--- config.mk ---
export PLATFORM = sky130hd
export DESIGN_NAME = period_timer_ccp_capture
export DESIGN_NICKNAME = d
export VERILOG_FILES = /design/src/period_timer_pkg.sv /design/src/period_timer_ccp_capture.sv
export SDC_FILE = /design/constraint.sdc
export NUM_CORES = 1
export LEC_CHECK = 0
export ABC_AREA = 1
export ABC_CLOCK_PERIOD_IN_PS = 1750
export BUFFER_PORTS_ARGS = -buffer_cell sky130_fd_sc_hd__clkbuf_2
export CORE_MARGIN = 2
export CORE_UTILIZATION = 45
export CTS_CLUSTER_SIZE = 28
export DETAILED_ROUTE_END_ITERATION = 6
export PLACE_DENSITY = 0.66
export SETUP_SLACK_MARGIN = 0.02
export SYNTH_ARGS = -nofsm -noshare
export SYNTH_HDL_FRONTEND = slang
export SYNTH_SLANG_ARGS = --single-unit
--- constraint.sdc ---
create_clock -name pclk -period 1.75 [get_ports pclk]
set_input_delay 0.525 -clock pclk [delete_from_list [all_inputs] [get_ports pclk]]
set_output_delay 0.525 -clock pclk [all_outputs]
set_load 0.01 [all_outputs]
--- src/period_timer_pkg.sv ---
// Package: register map, field layout, reset values and carrier types of the period timers
package period_timer_pkg;

  // Register bus geometry
  localparam int ADDR_W = 8;
  typedef logic [ADDR_W-1:0] addr_t;

  // Byte addresses, one aligned 32-bit word per register
  localparam addr_t TMR_BASE = 8'h00;
  localparam addr_t TMR_STRIDE = 8'h10;
  localparam addr_t OFF_CONTROL = 8'h00;
  localparam addr_t OFF_PERIOD = 8'h04;
  localparam addr_t OFF_COUNT = 8'h08;
  localparam addr_t ADDR_TIME_BASE_SEL = 8'h30;
  localparam addr_t CAP_BASE = 8'h34;
  localparam addr_t CAP_STRIDE = 8'h08;
  localparam addr_t OFF_CAP_MODE = 8'h00;
  localparam addr_t OFF_CAP_VALUE = 8'h04;
  localparam addr_t ADDR_FLAGS = 8'h44;

  // Period timer control layout: bit 7 reads zero
  localparam int CTL_POST_LSB = 3;
  localparam int CTL_RUN_BIT = 2;
  localparam int CTL_PRE_LSB = 0;
  typedef struct packed {
    logic [3:0] match_postscale_select;
    logic period_timer_run;
    logic [1:0] input_prescale_select;
  } timer_ctl_s;

  // Reset values
  localparam logic [6:0] CTL_RESET = 7'h00;
  localparam logic [7:0] PERIOD_RESET = 8'hFF;
  localparam logic [7:0] COUNT_RESET = 8'h00;
  localparam logic [7:0] SEL_RESET = 8'h00;
  localparam logic [3:0] MODE_RESET = 4'h0;

  // Input prescaler terminal counts for divide by 1, 4, 16, 64
  localparam logic [5:0] PRE_LIMIT_1 = 6'h00;
  localparam logic [5:0] PRE_LIMIT_4 = 6'h03;
  localparam logic [5:0] PRE_LIMIT_16 = 6'h0F;
  localparam logic [5:0] PRE_LIMIT_64 = 6'h3F;

  // Time base selection codes, two bits per unit
  localparam logic [1:0] PICK_RESERVED = 2'h3;

  // Capture unit mode codes
  localparam logic [3:0] MODE_CAP_FALL = 4'h4;
  localparam logic [3:0] MODE_CAP_RISE = 4'h5;
  localparam logic [3:0] MODE_CAP_RISE4 = 4'h6;
  localparam logic [3:0] MODE_CAP_RISE16 = 4'h7;
  localparam logic [3:0] EDGE_LIMIT_4 = 4'h3;
  localparam logic [3:0] EDGE_LIMIT_16 = 4'hF;

  // Flag register layout
  localparam int FLAG_MATCH_LSB = 0;
  localparam int FLAG_CAP_LSB = 4;

  // Pin view of one capture unit
  typedef struct packed {
    logic pin_level;
    logic pin_direction_output;
    logic port_data;
  } cap_pin_s;

endpackage : period_timer_pkg

--- src/period_timer_ccp_capture.sv ---
// Three period timers, time base selection and two capture units behind an APB slave
//
// The APB register port and the register offsets are this design's own decisions.
`timescale 1ns/1ps

//////////////////////////////////////////////////////////////////////////////////////////////////
// What this block does
// - Each timer's unscaled match pulse feeds the PWM time base outputs.
// - Timer a's match pulse is offered as shift clock tick to the serial port.
// - Timers do not count while the processor sleeps.
// - Count and period registers hold their values during sleep.
// - Postscale field bits 6..3 divides match events by field plus one.
// - Control bit 2 switches the timer on or off.
// - Prescale field bits 1..0 divides input by 1, 4, 16 or 64.
// - Three identical 8-bit timers; control bit 7 reads zero.
// - Every CCP and PWM unit has its own independent timer pick field.
// - PWM units pick timer at bits 7-6 and 5-4; code 11 reserved.
// - CCP units pick timer at bits 3-2 and 1-0; code 11 reserved.
// - Two identical capture units, each with control, pin and flag.
// - Capture event copies the 16-bit free-running count into the value pair.
// - Event is falling, rising, every 4th or every 16th rising edge.
// - Each capture sets the unit's capture event flag.
// - A new capture overwrites an unread captured value.
// - With the pin as output, a port data write acts as a pin edge.
// - Count equal to period gives match and reloads count to 00h.
// - Count or control write, or reset, clears pre- and postscaler.
// - Postscaler output sets the period match flag every selected match count.
module period_timer_ccp_capture
  import period_timer_pkg::*;
#(
  parameter int NUM_TIMERS = 3,
  parameter int NUM_CAPTURE = 2,
  parameter int NUM_PWM_UNITS = 4
) (
  input wire logic pclk,
  input wire logic presetn,
  input wire logic clk_en,
  input wire logic psel,
  input wire logic penable,
  input wire logic pwrite,
  input wire addr_t paddr,
  input wire logic [31:0] pwdata,
  output logic [31:0] prdata,
  output logic pready,
  output logic pslverr,
  input wire logic sleep,
  input wire logic [15:0] base16_count,
  input wire cap_pin_s [NUM_CAPTURE-1:0] capture_pin,
  output logic [NUM_TIMERS-1:0] period_match,
  output logic [NUM_PWM_UNITS-1:0] pwm_time_base,
  output logic serial_shift_tick,
  output logic [NUM_TIMERS-1:0] postscaled_match,
  output logic [NUM_TIMERS-1:0] period_match_flag,
  output logic [NUM_CAPTURE-1:0] capture_event_flag,
  output logic [NUM_CAPTURE-1:0] capture_strobe
);

  //////////////////////////////////////////////////////////////////////////////////////////////
  // Bus slave handshake
  // Each transfer is answered in its second access cycle.
  // The wait state keeps the read mux off the output path.
  // A write lands at the edge where pready is sampled high.
  // Unmapped addresses answer with pslverr and change nothing.

  // Answer flops and the read mux outputs behind them
  logic pready_q;
  logic [31:0] prdata_q;
  logic pslverr_q;
  logic [31:0] rdata_d;
  logic hit_d;

  // First access cycle waits; the second one completes
  wire access_wait = psel & penable & ~pready_q;
  wire access_done = psel & penable & pready_q;
  wire wr_en = access_done & pwrite;

  // One wait state so read data and error can come from flops
  always_ff @(posedge pclk or negedge presetn) begin
    if (!presetn) begin
      pready_q <= 1'b0;
      prdata_q <= 32'h0000_0000;
      pslverr_q <= 1'b0;
    end else if (clk_en) begin
      pready_q <= access_wait;
      if (access_wait) begin
        prdata_q <= pwrite ? 32'h0000_0000 : rdata_d;
        pslverr_q <= ~hit_d;
      end else begin
        pslverr_q <= 1'b0;
      end
    end
  end

  // Bus answer straight from its flops
  assign prdata = prdata_q;
  assign pready = pready_q;
  assign pslverr = pslverr_q;

  //////////////////////////////////////////////////////////////////////////////////////////////
  // Shared registers
  // Selection and flags are common to all timers and units.
  // Flags are sticky: only software clears them, by writing ones.
  // An event in the cycle of its own clear still sets the flag,
  // so software can never lose an event to a late clear.

  // Stored state and per-cycle event vectors
  logic [7:0] sel_q;
  logic [NUM_TIMERS-1:0] mflag_q;
  logic [NUM_CAPTURE-1:0] cflag_q;
  logic [NUM_TIMERS-1:0] match_d;
  logic [NUM_TIMERS-1:0] post_d;
  logic [NUM_CAPTURE-1:0] cap_d;
  logic [NUM_PWM_UNITS-1:0] base_d;


  // Decode of the two shared locations
  wire sel_wr = wr_en & (paddr == ADDR_TIME_BASE_SEL);
  wire flag_wr = wr_en & (paddr == ADDR_FLAGS);
  wire [NUM_TIMERS-1:0] mflag_clr = flag_wr ? pwdata[FLAG_MATCH_LSB +: NUM_TIMERS] : '0;
  wire [NUM_CAPTURE-1:0] cflag_clr = flag_wr ? pwdata[FLAG_CAP_LSB +: NUM_CAPTURE] : '0;

  // Flags are write-one-to-clear; a same-cycle event wins over the clear
  always_ff @(posedge pclk or negedge presetn) begin
    if (!presetn) begin
      sel_q <= SEL_RESET;
      mflag_q <= '0;
      cflag_q <= '0;
    end else if (clk_en) begin
      if (sel_wr) sel_q <= pwdata[7:0];
      mflag_q <= (mflag_q & ~mflag_clr) | post_d;
      cflag_q <= (cflag_q & ~cflag_clr) | cap_d;
    end
  end

  //////////////////////////////////////////////////////////////////////////////////////////////
  // Period timers
  // An 8-bit up counter behind a prescaler, compared to its period.
  // The match is taken before the postscaler: it feeds the time
  // bases and the shift tick, while the postscaler paces the flag.
  // A count written above the period runs on through the wrap
  // at FFh before it can match again; software should avoid it.
  // Sleep holds the prescaler, so no partial tick is lost or
  // gained across it; a run bit change is a control write and clears it.

  // Per-timer state, indexed by timer number
  logic [7:0] count_q [NUM_TIMERS];
  logic [7:0] period_q [NUM_TIMERS];
  timer_ctl_s ctl_q [NUM_TIMERS];

  for (genvar t = 0; t < NUM_TIMERS; t++) begin : g_timer
    // Timers sit one stride apart: control, period, count
    localparam addr_t BASE = addr_t'(TMR_BASE + t * TMR_STRIDE);

    // Prescaler, postscaler and terminal count of this timer
    logic [5:0] pre_q;
    logic [3:0] post_q;
    logic [5:0] pre_limit;

    // Register decode of this timer
    wire ctl_wr = wr_en & (paddr == addr_t'(BASE + OFF_CONTROL));
    wire per_wr = wr_en & (paddr == addr_t'(BASE + OFF_PERIOD));
    wire cnt_wr = wr_en & (paddr == addr_t'(BASE + OFF_COUNT));

    // Scaler clear, tick, match and postscaler terminal events
    wire scaler_clr = ctl_wr | cnt_wr;
    wire counting = ctl_q[t].period_timer_run & ~sleep;
    wire tick = counting & (pre_q == pre_limit);
    wire hit = tick & (count_q[t] == period_q[t]);
    wire post_end = hit & (post_q == ctl_q[t].match_postscale_select);

    // Input prescale terminal count
    assign pre_limit = (ctl_q[t].input_prescale_select == 2'h0) ? PRE_LIMIT_1 :
                       (ctl_q[t].input_prescale_select == 2'h1) ? PRE_LIMIT_4 :
                       (ctl_q[t].input_prescale_select == 2'h2) ? PRE_LIMIT_16 :
                       PRE_LIMIT_64;
    assign match_d[t] = hit;
    assign post_d[t] = post_end;

    // Count, period and control; sleep freezes count and period
    always_ff @(posedge pclk or negedge presetn) begin
      if (!presetn) begin
        ctl_q[t] <= CTL_RESET;
        period_q[t] <= PERIOD_RESET;
        count_q[t] <= COUNT_RESET;
      end else if (clk_en) begin
        if (ctl_wr) ctl_q[t] <= pwdata[6:0];
        if (per_wr) period_q[t] <= pwdata[7:0];
        if (cnt_wr) count_q[t] <= pwdata[7:0];
        else if (hit) count_q[t] <= 8'h00;
        else if (tick) count_q[t] <= count_q[t] + 8'h01;
      end
    end

    // Prescaler and postscaler counters; reset also clears them
    always_ff @(posedge pclk or negedge presetn) begin
      if (!presetn) begin
        pre_q <= 6'h00;
        post_q <= 4'h0;
      end else if (clk_en) begin
        if (scaler_clr) pre_q <= 6'h00;
        else if (tick) pre_q <= 6'h00;
        else if (counting) pre_q <= pre_q + 6'h01;
        if (scaler_clr) post_q <= 4'h0;
        else if (post_end) post_q <= 4'h0;
        else if (hit) post_q <= post_q + 4'h1;
      end
    end
  end

  //////////////////////////////////////////////////////////////////////////////////////////////
  // Time base selection, one independent two-bit pick per unit
  // Pairs from the low end: CCP a, CCP b, PWM c, PWM d.
  // The pick muxes the unregistered match; one flop follows,
  // so every consumer sees its pulse in the same cycle.

  for (genvar u = 0; u < NUM_PWM_UNITS; u++) begin : g_pick
    wire [1:0] pick = sel_q[2*u +: 2];
    // Reserved pick drives no time base rather than a guessed timer
    assign base_d[u] = (pick == PICK_RESERVED) ? 1'b0 : match_d[pick];
  end

  //////////////////////////////////////////////////////////////////////////////////////////////
  // Capture units
  // Each pin passes a two-flop synchroniser and a history flop.
  // Only mode codes 4 to 7 capture; any other code parks the
  // unit and clears its edge prescaler, which turns it off.
  // The free-running count is sampled at the detecting edge,
  // so the value lags the pin by the synchroniser delay.
  // Capture keeps working in sleep; only the timers stop.

  // Per-unit mode and captured value
  logic [3:0] mode_q [NUM_CAPTURE];
  logic [15:0] value_q [NUM_CAPTURE];

  for (genvar c = 0; c < NUM_CAPTURE; c++) begin : g_cap
    // Units sit one stride apart: mode, then value
    localparam addr_t BASE = addr_t'(CAP_BASE + c * CAP_STRIDE);

    // Synchroniser, history and edge prescaler of this unit
    logic sync1_q;
    logic sync2_q;
    logic prev_q;
    logic [3:0] edge_q;

    // Mode register decode
    wire mode_wr = wr_en & (paddr == addr_t'(BASE + OFF_CAP_MODE));
    // Output pin: the port latch is the level, so a port write makes the edge
    wire level = capture_pin[c].pin_direction_output ? capture_pin[c].port_data
                                                     : capture_pin[c].pin_level;

    // Edges of the synchronised level
    wire rise = sync2_q & ~prev_q;
    wire fall = ~sync2_q & prev_q;

    // Capture qualification by mode and edge prescaler
    wire cap_mode = (mode_q[c][3:2] == 2'b01);
    wire edge_end4 = rise & (edge_q == EDGE_LIMIT_4);
    wire edge_end16 = rise & (edge_q == EDGE_LIMIT_16);
    wire event_hit = (mode_q[c] == MODE_CAP_FALL) ? fall :
                     (mode_q[c] == MODE_CAP_RISE) ? rise :
                     (mode_q[c] == MODE_CAP_RISE4) ? edge_end4 :
                     (mode_q[c] == MODE_CAP_RISE16) ? edge_end16 : 1'b0;
    assign cap_d[c] = event_hit;

    // Two-stage synchroniser, then a third flop for the edge history
    always_ff @(posedge pclk or negedge presetn) begin
      if (!presetn) begin
        sync1_q <= 1'b0;
        sync2_q <= 1'b0;
        prev_q <= 1'b0;
      end else if (clk_en) begin
        sync1_q <= level;
        sync2_q <= sync1_q;
        prev_q <= sync2_q;
      end
    end

    // Mode, edge prescaler and captured value
    // Changing prescale mode does not clear the edge count; software turns off first
    always_ff @(posedge pclk or negedge presetn) begin
      if (!presetn) begin
        mode_q[c] <= MODE_RESET;
        edge_q <= 4'h0;
        value_q[c] <= 16'h0000;
      end else if (clk_en) begin
        if (mode_wr) mode_q[c] <= pwdata[3:0];
        if (!cap_mode) edge_q <= 4'h0;
        else if (edge_end4 && mode_q[c] == MODE_CAP_RISE4) edge_q <= 4'h0;
        else if (rise) edge_q <= edge_q + 4'h1;
        if (event_hit) value_q[c] <= base16_count;
      end
    end
  end

  //////////////////////////////////////////////////////////////////////////////////////////////
  // Read mux
  // Upper bits read zero; control bit 7 reads zero because only
  // seven control bits are stored.
  // A location that matches nothing flags an error and reads 0.

  // Word for the addressed register
  always_comb begin
    rdata_d = 32'h0000_0000;
    hit_d = 1'b1;
    unique case (paddr)
      8'h00: rdata_d[6:0] = ctl_q[0];
      8'h04: rdata_d[7:0] = period_q[0];
      8'h08: rdata_d[7:0] = count_q[0];
      8'h10: rdata_d[6:0] = ctl_q[1];
      8'h14: rdata_d[7:0] = period_q[1];
      8'h18: rdata_d[7:0] = count_q[1];
      8'h20: rdata_d[6:0] = ctl_q[2];
      8'h24: rdata_d[7:0] = period_q[2];
      8'h28: rdata_d[7:0] = count_q[2];
      ADDR_TIME_BASE_SEL: rdata_d[7:0] = sel_q;
      8'h34: rdata_d[3:0] = mode_q[0];
      8'h38: rdata_d[15:0] = value_q[0];
      8'h3C: rdata_d[3:0] = mode_q[1];
      8'h40: rdata_d[15:0] = value_q[1];
      ADDR_FLAGS: begin
        rdata_d[FLAG_MATCH_LSB +: NUM_TIMERS] = mflag_q;
        rdata_d[FLAG_CAP_LSB +: NUM_CAPTURE] = cflag_q;
      end
      default: hit_d = 1'b0;
    endcase
  end

  //////////////////////////////////////////////////////////////////////////////////////////////
  // Registered outputs to partner logic
  // Every partner pulse leaves a flop one cycle after its event.
  // One shared stage keeps their relative timing exact, at the
  // cost of one cycle of latency against the registers.

  // Output stage flops
  logic [NUM_TIMERS-1:0] match_q;
  logic [NUM_PWM_UNITS-1:0] base_q;
  logic shift_q;
  logic [NUM_TIMERS-1:0] post_q;
  logic [NUM_CAPTURE-1:0] cap_q;

  // One-cycle pulses, all delayed by the same flop stage
  always_ff @(posedge pclk or negedge presetn) begin
    if (!presetn) begin
      match_q <= '0;
      base_q <= '0;
      shift_q <= 1'b0;
      post_q <= '0;
      cap_q <= '0;
    end else if (clk_en) begin
      match_q <= match_d;
      base_q <= base_d;
      shift_q <= match_d[0];
      post_q <= post_d;
      cap_q <= cap_d;
    end
  end

  // Ports straight from the output stage and the flag registers
  assign period_match = match_q;
  assign pwm_time_base = base_q;
  assign serial_shift_tick = shift_q;
  assign postscaled_match = post_q;
  assign period_match_flag = mflag_q;
  assign capture_event_flag = cflag_q;
  assign capture_strobe = cap_q;

endmodule : period_timer_ccp_capture

==> results.txt <==
----------------------------------------------------
[Flow run]
  Number of max-cap violations ... 0

[Logic synthesis]
  Number of synthesized flops with an enable pin ... 0
  Combinational family with the most area after synthesis ... simple AND/OR/NAND/NOR gates
  Biggest area consumer among synthesized cells ... sky130_fd_sc_hd__dfrtp_1
  Adder-cell share of the synthesized area ... 0.0121
  Top cell type's share of synthesized area ... 0.378
  Register bit count reported by yosys ... between 150 and 200
  Multiplexer area fraction after synthesis ... 0.00176
  Synthesized-area fraction occupied by xor and xnor cells ... 0.0377
  Synth warn ... 0
  Number of distinct library cell variants in the gate-level netlist after synthesis ... 38
  Mean instance size in the synthesized netlist ... about 7 sq um
  Main flop type after synthesis ... sky130_fd_sc_hd__dfrtp_1
  Synthesized instance count ... 1,603
  Compound-cell area share of the yosys netlist ... 0.103
  Biggest area contributors in the synthesized netlist ... sky130_fd_sc_hd__dfrtp_1 (38%), sky130_fd_sc_hd__nand2_1 (17%), sky130_fd_sc_hd__o21ai_0 (6.3%)
  Fraction of the mapped netlist area in simple logic gates ... 0.327
  Sequential share of the synthesized area ... 0.433
  Proportion of register bits with asynchronous set or reset after synthesis ... 1.00
  Post-synthesis cell area ... ~0.011 sq mm

[Clock tree]
  Sink Count ... between 150 and 200
  Number of levels the H-tree was split into ... 4
  Clock buffer count from CTS ... 17
  Clock slew seen by the registers of the worst setup and hold paths ... ~0.09 ns
  Clock latency at the later pin of the worst-skew pair ... 0.46 ns
  Clock tree from TritonCTS ... yes
  CTS max path bufs ... 2
  Clock root buffer master ... sky130_fd_sc_hd__clkbuf_16

[Placement]
  DPL Wire Length ... around 26,000 microns
  Port Buffers ... 80
  Global placer's final weighted congestion ... 0.965

[Worst setup path]
  Worst-path fanout max ... 4
  Category of the most critical setup path ... reg -> reg
  Arrival time reported for the critical path endpoint ... ~2.1 ns
  Launching element type of the critical path ... register
  Start of the worst register-to-register path ... period_q[4]$_DFFE_PN1P_
  Data required time of the worst path ... between 2 and 2.5 ns
  Type of element capturing the critical path ... register
  Worst reg2reg endpoint ... pwm_time_base[2]$_DFFE_PN0P_
  Number of cell instances on the worst register-to-register path ... 11
  Worst R2R Setup Slack ... roughly 0.05 ns

[Hold path]
  Worst hold stages ... 3
  Launch instance of the worst min-delay path ... base16_count[3]
  Hold Crit Class ... in -> reg
  Worst Hold End ... value_q[19]$_DFFE_PN0P_

[Floorplan]
  Floorplan die width ... between 150 and 200 microns
  # rows ... 58
  Floorplan core area ... ~0.025 sq mm
  Starting density of the core ... 0.455
  Die area ... 0.0266 sq mm
  Die height ... around 160 microns
  Total I/O pin count ... 121

[Power and ir drop]
  PwrDens ... between 600 and 700 mW/mm^2
  Static Leak ... roughly 7.4 nW
  Worst VDD drop ... between 0.0005 and 0.0006 V

[Finish]
  Number of fillers in the final layout ... around 2,300
  Count of antenna diodes in the layout ... 0
  Layout Nets ... between 1,500 and 2,000
  Post-layout utilization of the core ... 0.575
  Share of post-route cells with drive strength above 1 ... 0.222
  Layout-stage area growth over the synthesis result ... 26.5%
  Footprint of the flip-flops and latches ... about 0.0049 sq mm
  Combined area of the multi-input logic cells ... roughly 0.0058 sq mm

[GRT]
  Met1 global-route usage ... 0.366
  First-pass GRT wire length ... ~56,000 microns
  Met2 track demand over resource ... 0.454
  Vias in the first global route ... approximately 10,000
  Number of antenna violations at the first check in global routing ... 0
  Global-route layer with the greatest usage ... met2
  Overall global routing resource usage ... 0.271
  GR Util met3 ... 0.0343
  Residual overflow from global routing ... 0
  Largest net degree at the start of global routing ... 40

[Status]
  Result of the run ... finished, final reports clean

[Timing]
  Highest clock frequency the design can meet ... roughly 0.59 GHz
  Ratio of final minimum period to clock period ... 0.972
  Final max-slew violation count ... 0
  Final setup violation count ... 0
  WHS ... approximately 0.3 ns
  Hold Vio Cnt, Final ... 0
  Minimum period implied by the final worst setup slack ... 1.70 ns
  Worst max-slew margin expressed relative to the limit ... 0.657
  Worst slew pin tran ... 0.514 ns
  Setup repair after global routing missed its margin ... yes
  Clk_skew ... about 0.022 ns

[Route]
  Number of nets with antenna violations after routing ... 0
  Total wire length ... approximately 36,000 microns
  Average wire length per cell after detail routing ... about 17 microns
  Vias per cell ... between 5 and 6
  Via total after detailed routing ... 11,300
  DRC marker count from the first detailed-route iteration ... roughly 1,100
  Router iterations before antenna repair ... 5
  Final routed DRC violation total ... 0

----------------------------------------------------
==> stage by stage <==
step	cells	setup slack, ns	cell area, sq um	power [mW]	TNS, ns
2_1_floorplan	1618	0.0231	11500	4.97	0
3_3_place_gp	2120	-0.413	13200	5.33	-29.86
3_5_place_dp	2120	-0.432	13200	5.34	-33.90
4_1_cts	2153	0.0192	13900	9.52	0
5_1_grt	2183	-0.105	14400	9.81	-1.18
6_report	2183	0.0491	14400	9.53	0
==> routing by layer <==
metal / wire length (microns) / vias up
li1: - / 5541
met1: 15700 / 5365
met2: 17200 / 351
met3: 2040 / 71
met4: 1200 / 0
met5: 0 / -
==> registers in the layout, indices dropped and copies added (netlist names), 3 cells and up <==
register,count
period_match,3
count_q,24
postscaled_match,3
prdata,16
pwm_time_base,4
sel_q,8
mode_q,8
period_match_flag,3
g_timer.post_q,12
period_q,24
value_q,32
g_timer.pre_q,18
ctl_q,21
g_cap.edge_q,8
==> logic make-up (layout without fill, tap and decap cells) <==
logic type | after synthesis | in the layout
other | 1 | 16
xor gates and xnor gates | 49 | 49
buffers and inverters | 235 | 470
adders and majority gates | 11 | 11
and+or+nand+nor | 888 | 888
AOI/OAI and AO/OA | 221 | 221
DFF | 196 | 196
muxes | 2 | 2
==> cell usage after synthesis (11+ instances only) <==
cell and number:
sky130_fd_sc_hd__ha_1 11, sky130_fd_sc_hd__xnor2_1 18, sky130_fd_sc_hd__nand4_1 18, sky130_fd_sc_hd__buf_4 18, sky130_fd_sc_hd__dfrtp_1 172, sky130_fd_sc_hd__o21ai_0 143
sky130_fd_sc_hd__nand3_1 122, sky130_fd_sc_hd__dfstp_2 24, sky130_fd_sc_hd__inv_1 171, sky130_fd_sc_hd__nand3b_1 13, sky130_fd_sc_hd__nand2_1 523, sky130_fd_sc_hd__clkbuf_1 24
sky130_fd_sc_hd__xor2_1 31, sky130_fd_sc_hd__nand2_2 14, sky130_fd_sc_hd__nor3_1 15, sky130_fd_sc_hd__a21oi_1 52, sky130_fd_sc_hd__nor2_1 165
==> worst max-delay path, cell delays in order, from the launching register on <==
cell	delay [ns]
sky130_fd_sc_hd__dfstp_2	0.57
sky130_fd_sc_hd__inv_1	0.05
sky130_fd_sc_hd__nand2_1	0.06
sky130_fd_sc_hd__nand2_1	0.05
sky130_fd_sc_hd__nor2_1	0.11
sky130_fd_sc_hd__nand2_1	0.12
sky130_fd_sc_hd__nor2_4	0.19
sky130_fd_sc_hd__buf_4	0.18
sky130_fd_sc_hd__nand4_1	0.08
sky130_fd_sc_hd__nand2_1	0.07
sky130_fd_sc_hd__nand2_1	0.08
sky130_fd_sc_hd__nand2_1	0.06
==> power breakdown <==
part / internal, mW / total [mW] / switching (mW)
combinational: 0.232 / 0.675 / 0.443
sequential: 4.57 / 4.62 / 0.0413
clock: 1.99 / 4.24 / 2.25
==> placed cells by master, fill, tap and decap left out, drive strengths merged, types with 24 or more instances in the layout <==
cell type / synthesis / layout
nand2: 537 / 537
inv: 179 / 190
nor2: 179 / 179
dfrtp: 172 / 172
buf: 29 / 172
o21ai: 149 / 149
nand3: 124 / 124
clkbuf: 24 / 100
a21oi: 52 / 52
xor2: 31 / 31
dfstp: 24 / 24
==> final cells by class <==
cell class | instances | area share
well taps | 330 | 0.0287
repair buffers | 256 | 0.135
multi-input cells | 1187 | 0.402
clock inverters | 15 | 0.0136
flip-flops and latches | 196 | 0.343
inverters | 182 | 0.0478
clock buffers | 17 | 0.0295
==> timing repair <==
action / in CTS / in global routing
hold buffers: 1 / 0
endpoints found under the setup margin: 16 / 139
setup buffers: 0 / 26
hold endpoints to repair: 16 / 0
gates resized for setup: 4 / 94
gates cloned: 0 / 4
pin swaps: 0 / 20
==> worst max-delay path by stage <==
stage / startpoint / end / slack, ns
final: period_q[4]$_DFFE_PN1P_ / pwm_time_base[2]$_DFFE_PN0P_ / 0.05
after global routing: g_cap[0].edge_q[0]$_DFFE_PN0P_ / value_q[30]$_DFFE_PN0P_ / -0.11
after CTS: pready$_DFFE_PN0P_ / mode_q[4]$_DFFE_PN0P_ / 0.02
after detailed placement: paddr[6] / prdata[6]$_DFFE_PN0P_ / -0.43
after global placement: paddr[6] / prdata[6]$_DFFE_PN0P_ / -0.41
after floorplan: pwrite / mode_q[0]$_DFFE_PN0P_ / 0.02
Power figures use the tool's default switching activity.
